`config.mk`:
```
export PLATFORM = sky130hd
export DESIGN_NAME = gdp_top
export DESIGN_NICKNAME = d
export VERILOG_FILES = /design/src/inc/gdp_pkg.sv /design/src/core/gdp_top.sv
export SDC_FILE = /design/constraint.sdc
export NUM_CORES = 1
export LEC_CHECK = 0
export BUFFER_PORTS_ARGS = -buffer_cell sky130_fd_sc_hd__buf_2
export CAP_MARGIN = 20
export CELL_PAD_IN_SITES_DETAIL_PLACEMENT = 0
export CELL_PAD_IN_SITES_GLOBAL_PLACEMENT = 1
export CORE_MARGIN = 2
export CORE_UTILIZATION = 48
export CTS_CLUSTER_DIAMETER = 80
export DETAILED_ROUTE_END_ITERATION = 16
export GPL_TIMING_DRIVEN = 0
export PLACE_DENSITY_LB_ADDON = 0.05
export SLEW_MARGIN = 30
export SYNTH_ARGS = -nofsm -noshare
export SYNTH_HDL_FRONTEND = slang
export SYNTH_SLANG_ARGS = --single-unit
```
`constraint.sdc`:
```
create_clock -name SYS_CLK -period 6.69 [get_ports SYS_CLK]
set_input_delay 0.3345 -clock SYS_CLK [delete_from_list [all_inputs] [get_ports SYS_CLK]]
set_output_delay 0.3345 -clock SYS_CLK [all_outputs]
set_load 0.05 [all_outputs]
```
`src/inc/gdp_pkg.sv`:
```
// constants, register map and mode type of the gate driver protection block
// assumes one 125 MHz clock; all times below are turned into cycle counts here
package gdp_pkg;
	// clock and timing
	localparam int unsigned CLK_PERIOD_NS = 8;
	localparam int unsigned FILTER_NS = 50;
	localparam int unsigned FILTER_CYC = (FILTER_NS + CLK_PERIOD_NS - 1) / CLK_PERIOD_NS;
	localparam int unsigned DEAD_NS = 50;
	localparam int unsigned DEAD_CYC = (DEAD_NS + CLK_PERIOD_NS - 1) / CLK_PERIOD_NS;
	localparam int unsigned POWERUP_NS = 10000;
	localparam int unsigned POWERUP_CYC = (POWERUP_NS + CLK_PERIOD_NS - 1) / CLK_PERIOD_NS;
	localparam int unsigned BLANK_NS = 2000;
	localparam int unsigned BLANK_CYC = (BLANK_NS + CLK_PERIOD_NS - 1) / CLK_PERIOD_NS;
	localparam int unsigned TIMEOUT_NS = 1000000;
	localparam int unsigned TIMEOUT_CYC = TIMEOUT_NS / CLK_PERIOD_NS;
	// register byte offsets
	localparam logic [7:0] OFS_CONFIG = 8'h00;
	localparam logic [7:0] OFS_MODE_CMD = 8'h04;
	localparam logic [7:0] OFS_PRIM_STC = 8'h08;
	localparam logic [7:0] OFS_SEC_STC = 8'h0C;
	localparam logic [7:0] OFS_STATUS = 8'h10;
	localparam logic [7:0] OFS_ERRORS = 8'h14;
	// config fields
	localparam int unsigned CFG_PARITY_BIT = 0;
	localparam int unsigned CFG_BOOST_BIT = 1;
	localparam int unsigned CFG_STVAL_LSB = 4;
	localparam logic [7:0] CFG_MASK = 8'hF3;
	localparam logic [7:0] CFG_RESET = 8'h01;
	localparam logic [7:0] STC_RESET = 8'h00;
	localparam int unsigned SEC_DESAT1_BIT = 0;
	// status fields
	localparam int unsigned ST_INTERLOCK = 0;
	localparam int unsigned ST_GC1 = 1;
	localparam int unsigned ST_GC2 = 2;
	localparam int unsigned ST_ALERT = 3;
	localparam int unsigned ST_MODE_LSB = 4;
	localparam int unsigned ST_DESAT1_SEL = 16;
	// error flags
	localparam int unsigned ERR_ST = 0;
	localparam int unsigned ERR_SER = 1;
	localparam int unsigned ERR_DESATURATION_CHECK = 2;
	// mode commands, odd parity over bits 15:0
	localparam logic [3:0] CMD_EXIT = 4'h0;
	localparam logic [3:0] CMD_CONFIG = 4'h2;
	localparam logic [3:0] CMD_ACTIVE = 4'h3;
	localparam logic [3:0] CMD_VERIFY = 4'h5;
	localparam logic [3:0] CMD_PROBE = 4'h6;
	// turn-on level output fields
	localparam int unsigned TON_REDUCED_BIT = 0;
	localparam int unsigned TON_COMP_BIT = 1;
	// bus answers
	localparam logic [1:0] RESP_OKAY = 2'h0;
	localparam logic [1:0] RESP_SLVERR = 2'h2;
	typedef enum logic [4:0] {
		INITIAL_MODE = 5'h01,
		CONFIGURATION_MODE = 5'h02,
		ACTIVE_MODE = 5'h04,
		VERIFICATION_MODE = 5'h08,
		PROBE_TURN_ON_MODE = 5'h10
	} gdp_mode_t;
endpackage

```
`src/core/gdp_top.sv`:
```
// interlock, gate monitor, mode sequencing and self-test of the gate driver
// assumes an AXI4-Lite master on SYS_CLK and asynchronous analog/pin inputs
`timescale 1ns/1ns
module gdp_top import gdp_pkg::*; #(
	parameter int unsigned TIMEOUT_CYCLES = TIMEOUT_CYC
) (
	input wire logic SYS_CLK,
	input wire logic RST_N,
	input wire logic [7:0] S_AXI_AWADDR,
	input wire logic S_AXI_AWVALID,
	output logic S_AXI_AWREADY,
	input wire logic [31:0] S_AXI_WDATA,
	input wire logic [3:0] S_AXI_WSTRB,
	input wire logic S_AXI_WVALID,
	output logic S_AXI_WREADY,
	output logic [1:0] S_AXI_BRESP,
	output logic S_AXI_BVALID,
	input wire logic S_AXI_BREADY,
	input wire logic [7:0] S_AXI_ARADDR,
	input wire logic S_AXI_ARVALID,
	output logic S_AXI_ARREADY,
	output logic [31:0] S_AXI_RDATA,
	output logic [1:0] S_AXI_RRESP,
	output logic S_AXI_RVALID,
	input wire logic S_AXI_RREADY,
	input wire logic PWM_COMMAND_IN,
	input wire logic COUNTERPART_PWM_IN,
	input wire logic GATE_LEVEL_CMP_ONE,
	input wire logic GATE_LEVEL_CMP_TWO,
	input wire logic DESATURATION_CHECK,
	input wire logic SECONDARY_SUPPLY_LOCKOUT,
	input wire logic DIG_SUPPLY_VALID,
	output logic GATE_ON,
	output logic [1:0] TURN_ON_LEVEL_OUT,
	output logic FAULT_N,
	output logic SUPPLY_LOW_ALERT_N_O,
	output logic SUPPLY_LOW_ALERT_N_OE_N
);
	logic [6:0] sync_meta; // first stage, read only by sync_q
	logic [6:0] sync_q; // settled pin levels
	logic pwm_s, cp_s, gc1_s, gc2_s, desaturation_check_s, lockout_s, digok_s;
	logic aw_held, w_held; // captured write halves
	logic [7:0] aw_addr;
	logic [31:0] w_data;
	logic [3:0] w_strb;
	logic wr_fire, w_mapped, r_mapped;
	logic [31:0] rd_data;
	logic [7:0] cfg, prim_stc, sec_stc;
	gdp_mode_t mode, next_mode;
	logic cmd_bad, parity_ok, timeout_hit, in_test;
	logic [31:0] to_cnt; // time spent in test modes
	logic sel_desat1; // applied selection
	logic cp_prev;
	logic [$clog2(DEAD_CYC+1)-1:0] dead_cnt;
	logic [$clog2(POWERUP_CYC+1)-1:0] pu_cnt;
	logic [$clog2(FILTER_CYC+1)-1:0] filt_cnt;
	logic powerup, inhibit, violation, st_set, pwm_lock, pwm_ok;
	logic next_gate_on, desaturation_check_in, desaturation_check_set;
	logic [$clog2(BLANK_CYC+1)-1:0] blank_cnt;
	logic [2:0] err, err_set, err_clr, next_err;

	// byte-lane merge for writable registers
	function automatic logic [7:0] merge8(input logic [7:0] old, input logic [7:0] nw,
		input logic lane);
		merge8 = lane ? nw : old;
	endfunction

	// two-flop synchroniser for every pin input
	always_ff @(posedge SYS_CLK or negedge RST_N) begin
		if (!RST_N) begin
			sync_meta <= 7'h00;
			sync_q <= 7'h00;
		end else begin
			sync_meta <= {DIG_SUPPLY_VALID, SECONDARY_SUPPLY_LOCKOUT, DESATURATION_CHECK,
				GATE_LEVEL_CMP_TWO, GATE_LEVEL_CMP_ONE, COUNTERPART_PWM_IN, PWM_COMMAND_IN};
			sync_q <= sync_meta;
		end
	end
	assign pwm_s = sync_q[0];
	assign cp_s = sync_q[1];
	assign gc1_s = sync_q[2];
	assign gc2_s = sync_q[3];
	assign desaturation_check_s = sync_q[4];
	assign lockout_s = sync_q[5];
	assign digok_s = sync_q[6];

	// write channel: address and data taken in either order
	assign S_AXI_AWREADY = !aw_held && !S_AXI_BVALID;
	assign S_AXI_WREADY = !w_held && !S_AXI_BVALID;
	assign wr_fire = aw_held && w_held;
	assign w_mapped = (aw_addr == OFS_CONFIG) || (aw_addr == OFS_MODE_CMD) ||
		(aw_addr == OFS_PRIM_STC) || (aw_addr == OFS_SEC_STC) || (aw_addr == OFS_ERRORS);
	always_ff @(posedge SYS_CLK or negedge RST_N) begin
		if (!RST_N) begin
			aw_held <= 1'b0;
			w_held <= 1'b0;
			aw_addr <= 8'h00;
			w_data <= 32'h00000000;
			w_strb <= 4'h0;
			S_AXI_BVALID <= 1'b0;
			S_AXI_BRESP <= RESP_OKAY;
		end else begin
			if (S_AXI_AWVALID && S_AXI_AWREADY) begin
				aw_held <= 1'b1;
				aw_addr <= S_AXI_AWADDR;
			end
			if (S_AXI_WVALID && S_AXI_WREADY) begin
				w_held <= 1'b1;
				w_data <= S_AXI_WDATA;
				w_strb <= S_AXI_WSTRB;
			end
			if (wr_fire) begin
				// status register is read-only, so it answers an error too
				aw_held <= 1'b0;
				w_held <= 1'b0;
				S_AXI_BVALID <= 1'b1;
				S_AXI_BRESP <= w_mapped ? RESP_OKAY : RESP_SLVERR;
			end else if (S_AXI_BVALID && S_AXI_BREADY) begin
				S_AXI_BVALID <= 1'b0;
			end
		end
	end

	// read mux; the timers and counters of the block are not visible
	always_comb begin
		rd_data = 32'h00000000;
		r_mapped = 1'b1;
		unique case (S_AXI_ARADDR)
			OFS_CONFIG: rd_data[7:0] = cfg;
			OFS_MODE_CMD: rd_data[4:0] = mode;
			OFS_PRIM_STC: rd_data[7:0] = prim_stc;
			OFS_SEC_STC: rd_data[7:0] = sec_stc;
			OFS_STATUS: begin
				rd_data[ST_INTERLOCK] = inhibit | pwm_lock;
				rd_data[ST_GC1] = gc1_s;
				rd_data[ST_GC2] = gc2_s;
				rd_data[ST_ALERT] = !SUPPLY_LOW_ALERT_N_OE_N;
				rd_data[ST_MODE_LSB +: 5] = mode;
				rd_data[ST_DESAT1_SEL] = sel_desat1;
			end
			OFS_ERRORS: rd_data[2:0] = err;
			default: r_mapped = 1'b0;
		endcase
	end

	// read channel, one read in flight
	assign S_AXI_ARREADY = !S_AXI_RVALID;
	always_ff @(posedge SYS_CLK or negedge RST_N) begin
		if (!RST_N) begin
			S_AXI_RVALID <= 1'b0;
			S_AXI_RDATA <= 32'h00000000;
			S_AXI_RRESP <= RESP_OKAY;
		end else if (S_AXI_ARVALID && S_AXI_ARREADY) begin
			S_AXI_RVALID <= 1'b1;
			S_AXI_RDATA <= rd_data;
			S_AXI_RRESP <= r_mapped ? RESP_OKAY : RESP_SLVERR;
		end else if (S_AXI_RVALID && S_AXI_RREADY) begin
			S_AXI_RVALID <= 1'b0;
		end
	end

	// configuration: parity enable, booster compensation, soft turn-off value
	always_ff @(posedge SYS_CLK or negedge RST_N) begin
		if (!RST_N) begin
			cfg <= CFG_RESET;
		end else if (wr_fire && aw_addr == OFS_CONFIG) begin
			cfg <= merge8(cfg, w_data[7:0], w_strb[0]) & CFG_MASK;
		end
	end

	// self-test fields accept writes only in configuration mode
	always_ff @(posedge SYS_CLK or negedge RST_N) begin
		if (!RST_N) begin
			prim_stc <= STC_RESET;
			sec_stc <= STC_RESET;
		end else if (wr_fire && mode == CONFIGURATION_MODE) begin
			if (aw_addr == OFS_PRIM_STC) begin
				prim_stc <= merge8(prim_stc, w_data[7:0], w_strb[0]);
			end
			if (aw_addr == OFS_SEC_STC) begin
				sec_stc <= merge8(sec_stc, w_data[7:0], w_strb[0]);
			end
		end
	end

	// mode sequencing; parity counts over the whole low half-word
	assign parity_ok = !cfg[CFG_PARITY_BIT] || (^w_data[15:0]);
	assign in_test = (mode == VERIFICATION_MODE) || (mode == PROBE_TURN_ON_MODE);
	assign timeout_hit = in_test && (to_cnt == TIMEOUT_CYCLES - 1);
	always_comb begin
		next_mode = mode;
		cmd_bad = 1'b0;
		if (timeout_hit) begin
			next_mode = INITIAL_MODE;
		end else if (wr_fire && aw_addr == OFS_MODE_CMD) begin
			if (!parity_ok) begin
				cmd_bad = 1'b1;
			end else if (w_data[3:0] == CMD_EXIT) begin
				next_mode = INITIAL_MODE;
			end else begin
				unique case (mode)
					INITIAL_MODE: begin
						if (w_data[3:0] == CMD_CONFIG) next_mode = CONFIGURATION_MODE;
						else cmd_bad = 1'b1;
					end
					CONFIGURATION_MODE: begin
						if (w_data[3:0] == CMD_ACTIVE) next_mode = ACTIVE_MODE;
						else if (w_data[3:0] == CMD_VERIFY) next_mode = VERIFICATION_MODE;
						else cmd_bad = 1'b1;
					end
					ACTIVE_MODE: cmd_bad = 1'b1;
					VERIFICATION_MODE: begin
						if (w_data[3:0] == CMD_PROBE) next_mode = PROBE_TURN_ON_MODE;
						else cmd_bad = 1'b1;
					end
					PROBE_TURN_ON_MODE: cmd_bad = 1'b1;
					default: next_mode = INITIAL_MODE; // corrupted state falls back safe
				endcase
			end
		end
	end

	// mode register
	always_ff @(posedge SYS_CLK or negedge RST_N) begin
		if (!RST_N) mode <= INITIAL_MODE;
		else mode <= next_mode;
	end

	// test-mode timer runs across verification and probe as one window
	always_ff @(posedge SYS_CLK or negedge RST_N) begin
		if (!RST_N) to_cnt <= 32'h00000000;
		else if (!in_test || timeout_hit) to_cnt <= 32'h00000000;
		else to_cnt <= to_cnt + 32'h00000001;
	end

	// selection is applied on entering verification, dropped on leaving tests
	always_ff @(posedge SYS_CLK or negedge RST_N) begin
		if (!RST_N) sel_desat1 <= 1'b0;
		else if (mode == CONFIGURATION_MODE && next_mode == VERIFICATION_MODE)
			sel_desat1 <= sec_stc[SEC_DESAT1_BIT];
		else if (next_mode != VERIFICATION_MODE && next_mode != PROBE_TURN_ON_MODE)
			sel_desat1 <= 1'b0;
	end

	// interlock timers: dead time after counterpart off, power-up window
	always_ff @(posedge SYS_CLK or negedge RST_N) begin
		if (!RST_N) begin
			cp_prev <= 1'b0;
			dead_cnt <= '0;
			pu_cnt <= ($clog2(POWERUP_CYC+1))'(POWERUP_CYC);
		end else begin
			cp_prev <= cp_s;
			if (cp_prev && !cp_s) dead_cnt <= ($clog2(DEAD_CYC+1))'(DEAD_CYC);
			else if (dead_cnt != '0) dead_cnt <= dead_cnt - 1'b1;
			if (pu_cnt != '0) pu_cnt <= pu_cnt - 1'b1;
		end
	end
	assign powerup = (pu_cnt != '0);
	// no control bit exists to turn the interlock off
	assign inhibit = cp_s | cp_prev | (dead_cnt != '0) | powerup;
	assign violation = pwm_s & inhibit;
	assign st_set = violation && (filt_cnt == ($clog2(FILTER_CYC+1))'(FILTER_CYC - 1));
	assign pwm_ok = pwm_s & !inhibit & !pwm_lock;

	// glitch filter and lock of an ignored high level until it ends
	always_ff @(posedge SYS_CLK or negedge RST_N) begin
		if (!RST_N) begin
			filt_cnt <= '0;
			pwm_lock <= 1'b0;
		end else begin
			if (!violation) filt_cnt <= '0;
			else if (filt_cnt != ($clog2(FILTER_CYC+1))'(FILTER_CYC)) filt_cnt <= filt_cnt + 1'b1;
			if (!pwm_s) pwm_lock <= 1'b0;
			else if (violation) pwm_lock <= 1'b1;
		end
	end

	// output stage drives only in active or probe mode and with no desaturation_check fault
	assign next_gate_on = pwm_ok && (mode == ACTIVE_MODE || mode == PROBE_TURN_ON_MODE) &&
		!err[ERR_DESATURATION_CHECK];
	always_ff @(posedge SYS_CLK or negedge RST_N) begin
		if (!RST_N) begin
			GATE_ON <= 1'b0;
			TURN_ON_LEVEL_OUT <= 2'h0;
		end else begin
			GATE_ON <= next_gate_on;
			TURN_ON_LEVEL_OUT[TON_REDUCED_BIT] <= (next_mode == PROBE_TURN_ON_MODE);
			TURN_ON_LEVEL_OUT[TON_COMP_BIT] <= cfg[CFG_BOOST_BIT];
		end
	end

	// desaturation_check blanking: comparator ignored for the first cycles of each turn-on
	assign desaturation_check_in = desaturation_check_s | sel_desat1;
	assign desaturation_check_set = GATE_ON && (blank_cnt == '0) && desaturation_check_in;
	always_ff @(posedge SYS_CLK or negedge RST_N) begin
		if (!RST_N) blank_cnt <= ($clog2(BLANK_CYC+1))'(BLANK_CYC);
		else if (!GATE_ON) blank_cnt <= ($clog2(BLANK_CYC+1))'(BLANK_CYC);
		else if (blank_cnt != '0) blank_cnt <= blank_cnt - 1'b1;
	end

	// sticky errors, write one to clear; a new event beats the clear
	always_comb begin
		err_set = 3'h0;
		err_set[ERR_ST] = st_set;
		err_set[ERR_SER] = cmd_bad | (wr_fire & !w_mapped);
		err_set[ERR_DESATURATION_CHECK] = desaturation_check_set;
		err_clr = (wr_fire && aw_addr == OFS_ERRORS && w_strb[0]) ? w_data[2:0] : 3'h0;
		next_err = err_set | (err & ~err_clr);
	end
	always_ff @(posedge SYS_CLK or negedge RST_N) begin
		if (!RST_N) begin
			err <= 3'h0;
			FAULT_N <= 1'b1;
		end else begin
			err <= next_err;
			FAULT_N <= !next_err[ERR_DESATURATION_CHECK];
		end
	end

	// open-drain alert; held low from reset until supplies read good
	assign SUPPLY_LOW_ALERT_N_O = 1'b0;
	always_ff @(posedge SYS_CLK or negedge RST_N) begin
		if (!RST_N) SUPPLY_LOW_ALERT_N_OE_N <= 1'b0;
		else SUPPLY_LOW_ALERT_N_OE_N <= !(lockout_s || !digok_s);
	end

	// checks
	AST_COUNTERPART_BLOCKS: assert property (@(posedge SYS_CLK) disable iff (!RST_N)
		cp_s |=> !GATE_ON) else $error("gate on while counterpart on");
	AST_VIOLATION_FLAGS: assert property (@(posedge SYS_CLK) disable iff (!RST_N)
		violation [*7] |=> err[ERR_ST]) else $error("held violation not flagged");
	AST_GLITCH_FILTERED: assert property (@(posedge SYS_CLK) disable iff (!RST_N)
		$rose(err[ERR_ST]) |-> $past(violation) && $past(filt_cnt) == 3'h6)
		else $error("flag set by short glitch");
	AST_DEAD_TIME: assert property (@(posedge SYS_CLK) disable iff (!RST_N)
		$fell(cp_s) |-> inhibit [*7]) else $error("dead time too short");
	AST_POWERUP_BLOCK: assert property (@(posedge SYS_CLK) disable iff (!RST_N)
		powerup |=> !GATE_ON) else $error("turn-on during power-up");
	AST_ALERT_FOLLOWS: assert property (@(posedge SYS_CLK) disable iff (!RST_N)
		(lockout_s || !digok_s) |=> !SUPPLY_LOW_ALERT_N_OE_N) else $error("alert not driven");
	AST_ACTIVE_REFUSE: assert property (@(posedge SYS_CLK) disable iff (!RST_N)
		mode == ACTIVE_MODE |=> mode == ACTIVE_MODE || mode == INITIAL_MODE)
		else $error("test mode entered from active");
	AST_TIMEOUT_EXIT: assert property (@(posedge SYS_CLK) disable iff (!RST_N)
		timeout_hit |=> mode == INITIAL_MODE) else $error("timeout did not exit");
	AST_PROBE_REDUCED: assert property (@(posedge SYS_CLK) disable iff (!RST_N)
		(GATE_ON && mode == PROBE_TURN_ON_MODE && $stable(mode))
		|-> TURN_ON_LEVEL_OUT[TON_REDUCED_BIT]) else $error("probe not reduced");
	AST_DESATURATION_CHECK_AFTER_BLANK: assert property (@(posedge SYS_CLK) disable iff (!RST_N)
		(GATE_ON && blank_cnt == '0 && sel_desat1) |=> err[ERR_DESATURATION_CHECK] && !FAULT_N)
		else $error("forced desaturation_check not raised");
	AST_SET_WINS: assert property (@(posedge SYS_CLK) disable iff (!RST_N)
		err_set[ERR_SER] |=> err[ERR_SER]) else $error("serial error lost");
endmodule

```
Word-level counts from Yosys, hierarchy flattened --
Index checks and enable logic that the tools add are counted. Widths: inputs -> output; s select.
Cells by class: add/subtract/negate cells 5, equal/unequal tests 28, muxes and demuxes 46, bitwise logic cells 13, reduce and logical (&&, ||, !) cells 65
Operator list (number):
- $mux 5 | 8
- $add 32x1->32 const B | 1
- $eq 32x17->1 const B | 1
- $eq 8x4->1 const B | 4
- $mux 32 | 1
- $eq 8x5->1 const B | 3
- $logic_not 8->1 | 3
- $mux 1 | 23
- $logic_and 1x1->1 | 22
- $pmux 5 s4 | 1
- $pmux 3 s6 | 1
- $eq 8x3->1 const B | 2
- $mux 8 | 2
- $reduce_xor 16->1 | 1
- $logic_not 1->1 | 15
- $mux 3 | 5
- $pmux 3 s4 | 1
- $reduce_bool 2->1 | 6
- $reduce_bool 11->1 | 1
- $sub 11x1->11 const B | 1
- $eq 5x4->1 const B | 2
- $eq 5x5->1 const B | 2
- $pmux 2 s5 | 1
- $logic_or 1x1->1 | 9
- 27 further kinds | 41
Word-level totals: bits in registers 152, input port bits 66, output and inout port bits 47, word-level logic and storage cells 186

Depth between registers and ports, before layout --
word-level depth 12, depth in mapped cells 9, depth with buffers taken out 9

Worst setup path after synthesis --
OpenSTA, ideal clock, no wires.
path type flip-flop to flip-flop, from reg S_AXI_BVALID, to reg w_data[10], data arrival time 2.406 ns, required time 6.565 ns, setup slack 4.159 ns, cell stages (with the launch flop) 6, buffers on the path 2, path through dfrtp_1 nor2_1 and2_1 clkbuf_1 buf_1 mux2_2
On the way: longest elaborated chain between the ends 3
Ends and longest elaborated chain:
- start, declared | line gdp_top.sv:17 | output logic S_AXI_BVALID,
- start signal, assigned | line gdp_top.sv:100 | S_AXI_BVALID <= 1'b0;
- start signal, assigned | line gdp_top.sv:116 | S_AXI_BVALID <= 1'b1;
- start signal, assigned | line gdp_top.sv:119 | S_AXI_BVALID <= 1'b0;
- $logic_not 1->1 | line gdp_top.sv:89 | assign S_AXI_WREADY = !w_held && !S_AXI_BVALID;
- $logic_and 1x1->1 | line gdp_top.sv:89
- via S_AXI_WREADY | line gdp_top.sv:15 | output logic S_AXI_WREADY,
- $logic_and 1x1->1 | line gdp_top.sv:107 | if (S_AXI_WVALID && S_AXI_WREADY) begin
- end signal, assigned | line gdp_top.sv:98 | w_data <= 32'h00000000;
- end signal, assigned | line gdp_top.sv:109 | w_data <= S_AXI_WDATA;
- end, declared | line gdp_top.sv:44 | logic [31:0] w_data;
The timed path passes the listed nets, and every way through them passes these cells. A chain may end at the register's enable or synchronous reset.

Final worst setup path --
from reg w_data[0], to reg sel_desat1
On the way: longest elaborated chain between the ends 11
Ends and longest elaborated chain:
- $eq 4x3->1 | line gdp_top.sv:208 | else if (w_data[3:0] == CMD_VERIFY) next_mode = VERIFICATION_MODE;
- $mux 5 | line gdp_top.sv:208
- $mux 5 | line gdp_top.sv:207 | if (w_data[3:0] == CMD_ACTIVE) next_mode = ACTIVE_MODE;
- $pmux 5 s4 | line gdp_top.sv:201 | unique case (mode)
- $mux 5 | line gdp_top.sv:198 | end else if (w_data[3:0] == CMD_EXIT) begin
- $mux 5 (*) | line gdp_top.sv:196 | if (!parity_ok) begin
- $mux 5 (*) | line gdp_top.sv:195 | end else if (wr_fire && aw_addr == OFS_MODE_CMD) begin
- $mux 5 (*) | line gdp_top.sv:193 | if (timeout_hit) begin
- $eq 5x4->1 (tied with other cells) | line gdp_top.sv:239 | else if (mode == CONFIGURATION_MODE && next_mode == VERIFICATION_MODE)
- $logic_and 1x1->1 (on tied branches) | line gdp_top.sv:239, gdp_top.sv:241
- $mux 1 / $reduce_bool 2->1 (equally long branches)
- end signal, assigned | line gdp_top.sv:240 | sel_desat1 <= sec_stc[SEC_DESAT1_BIT];
- end, declared | line gdp_top.sv:52 | logic sel_desat1;
Every way passes the cells marked *; elsewhere a longest branch is shown, timed or not.

==> impl_metrics.env <==
export IMPL_n_antenna_cell=0
export IMPL_run_status="finished clean"
export IMPL_start_util=0.492
export IMPL_wl_um=14500
export IMPL_worstHoldPathType="in -> reg"
export IMPL_worstPathRequired_ps=7020
export IMPL_rsz0062_at_grt="no"
export IMPL_dr_pass1_iters=4
export IMPL_synth_area_um2=7180
export IMPL_htree_num_levels=4
export IMPL_crit_end="sel_desat1"
export IMPL_hold_depth=1
export IMPL_worst_pin_slew_ps=842
export IMPL_ir_drop_uv=335
export IMPL_core_area_um2=14600
export IMPL_grt_pass1_vias=5050
export IMPL_num_rows=44
export IMPL_async_flop_share=1.00
export IMPL_port_buffers=68
export IMPL_skew_ps=7.38
export IMPL_syn_inst=668
export IMPL_dp_slack_ps=3810
export IMPL_min_from="DESATURATION_CHECK"
export IMPL_slew_violations=0
export IMPL_comb_power_share=0.306
export IMPL_clock_sinks=150
export IMPL_net_switching_power_uw=969
export IMPL_mostFrequentLayoutCell="dfrtp_1"
export IMPL_io_pins=113
export IMPL_sequentialPowerShare=0.371
export IMPL_period_needed_ps=2900
export IMPL_synth_seq_cells=150
export IMPL_fin_crit_sh=0.433
export IMPL_p_sw_frac=0.319
export IMPL_maxCapViolations=0
export IMPL_synth_avg_cell_area_um2=10.7
export IMPL_yosys_cell_types_count=59
export IMPL_vias=5061
export IMPL_grt_use_total=0.195
export IMPL_synth_main_ff_cell="dfrtp_1"
export IMPL_grt_overflow_total=0
export IMPL_finalSetupViolCount=0
export IMPL_cp_startpoint="w_data[0]"
export IMPL_cts_buffer_depth=2
export IMPL_final_cell_mix="136 x dfrtp_1, 71 x nor2_1, 70 x buf_2, 70 x nand2_1, 42 x mux2_2"
export IMPL_regToRegSetupSlack_ps=3790
export IMPL_r2r_cells=9
export IMPL_avgRoutedWirePerCell_um=14.8
export IMPL_rr_startpoint="w_data[0]"
export IMPL_r2r_end="sel_desat1"
export IMPL_synth_seq_area_share=0.525
export IMPL_drc=0
export IMPL_die_y_um=126
export IMPL_drtIter0Drc=272
export IMPL_clk_pin_slew_ps=60
export IMPL_tritoncts="done"
export IMPL_slew_headroom=0.437
export IMPL_viasPerCell=5.16
export IMPL_cts_inserted_buffers=17
export IMPL_tns_ps=0
export IMPL_antenna_found_initial=0
export IMPL_leakage_nw=3.92
export IMPL_die_area_um2=16000
export IMPL_crit_fanout=5
export IMPL_grt_max_degree=79
export IMPL_clk_latency_ps=420
export IMPL_arrival_ps=3230
export IMPL_ant_nets=0
export IMPL_synth_edf_count=0
export IMPL_final_cells=981
export IMPL_whs_ps=17.3
export IMPL_setup_worst_path_class="reg -> reg"
export IMPL_dp_cells=945
export IMPL_nets=864
export IMPL_internal_power_mw=2.07
export IMPL_syn2layout_area_growth_pct=18.8
export IMPL_hpwl_um=10400
export IMPL_cts_root_buf="clkbuf_16"
export IMPL_die_x_um=126
export IMPL_pwr_share_clk=0.323
export IMPL_gp_congestion=0.812
export IMPL_yosys_warnings=0
export IMPL_grt_pass1_wl_um=24800
export IMPL_end_kind="register"
export IMPL_timing_final_hold_violations=0
export IMPL_layout_setup_ws_ps=3790
export IMPL_startpoint_type="register"
export IMPL_max_freq_mhz=345
export IMPL_p_total_mw=3.04
export IMPL_powerDensity_nw_per_um2=356
export IMPL_drive_gt1_frac=0.250
what timing repair did:
action | CTS | global route
endpoints found under the setup margin | 0 | 0
setup buffers | 0 | 0
endpoints found under the hold margin | 74 | 0
hold buffers | 4 | 0
resized for setup | 0 | 0
final cells by class:
type | instances | area [um2]
Multi-Input combinational cell | 474 | 3150
Tap cell | 184 | 230
Timing Repair Buffer | 73 | 418
Clock inverter | 11 | 149
Buffer | 45 | 267
Inverter | 23 | 86.3
Fill cell | 1233 | 6060
Clock buffer | 21 | 460
Sequential cell | 150 | 3770
logic make-up after synthesis:
kind of cell               Yosys count  share of synthesized area
buffers and inverters               68                     0.0491
DFF                                150                      0.525
other                                1                   0.000522
AOI/OAI and AO/OA                   78                     0.0695
muxes                               48                     0.0795
and+or+nand+nor                    251                      0.175
adders and majority gates           14                     0.0244
xor gates and xnor gates            58                     0.0767
worst min-delay path by stage:
stage                   end  slack [ps]
2_1_floorplan       GATE_ON          40
3_3_place_gp      sync_q[5]         330
3_5_place_dp     to_cnt[20]         330
4_1_cts        sync_meta[4]           1
5_1_grt        sync_meta[4]           6
6_report       sync_meta[4]          20
per-stage QoR:
step	area, um2	util
3_3_place_gp	7840	0.537
4_1_cts	8530	0.585
3_5_place_dp	7880	0.540
6_report	8530	0.585
5_1_grt	8530	0.585
2_1_floorplan	7270	-
synthesized netlist by cell type, drive strengths merged (5+ instances only):
| cell | number | area, um2 |
|---|---|---|
| dfrtp | 136 | 3400 |
| nor2 | 71 | 267 |
| nand2 | 70 | 263 |
| mux2 | 42 | 473 |
| o21ai | 35 | 183 |
| buf | 32 | 218 |
| xor2 | 28 | 245 |
| xnor2 | 27 | 236 |
| inv | 23 | 86.3 |
| nand3 | 19 | 95.1 |
| dfstp | 14 | 368 |
| ha | 14 | 175 |
| nor3 | 14 | 70.1 |
| clkbuf | 13 | 48.8 |
| nand4 | 13 | 81.3 |
| a21oi | 10 | 50.1 |
| and3 | 8 | 50.1 |
| nor4 | 8 | 65.1 |
| nor2b | 7 | 43.8 |
| a22o | 6 | 52.6 |
| a22oi | 6 | 45.0 |
| nor4b | 6 | 52.6 |
| and2 | 5 | 31.3 |
| nand2b | 5 | 31.3 |
registers in the layout, indices dropped and copies added, names as in the netlist, 2 cells and up:
signal / flops
to_cnt: 32
w_data: 16
pu_cnt: 11
S_AXI_RDATA: 10
aw_addr: 8
blank_cnt: 8
prim_stc: 8
sec_stc: 8
sync_meta: 7
sync_q: 7
cfg: 6
mode: 5
dead_cnt: 3
err: 3
filt_cnt: 3
TURN_ON_LEVEL_OUT: 2
metal layers:
metal | global-route usage | part of all wire | vias to the layer above | wire length, um
met4 | 0.0627 | 0.012 | 0 | 176
met1 | 0.269 | 0.48 | 2428 | 6940
met2 | 0.298 | 0.46 | 124 | 6640
met5 | 0 | 0 | - | 0
met3 | 0.0569 | 0.050 | 15 | 722
li1 | - | - | 2494 | -
power by group through the flow:
| stage | combinational, mW | sequential, mW | clock (mW) |
|---|---|---|---|
| finish | 0.929 | 1.13 | 0.981 |
| global route | 1.00 | 1.15 | 1.05 |
| CTS | 0.942 | 1.13 | 1.00 |
| detailed placement | 0.935 | 1.14 | 0 |
| global placement | 0.912 | 1.14 | 0 |
| floorplan | 0.680 | 1.14 | 0 |
critical path, stage by stage, from the launching register on:
cell and delay, ps:
dfrtp_1 440, inv_1 130, ha_1 360, xnor2_1 210
xnor3_1 260, xnor3_1 460, o21ai_2 270, a2bb2oi_1 300
nand3b_1 120, a311oi_2 250
Power figures use the tool's default switching activity.
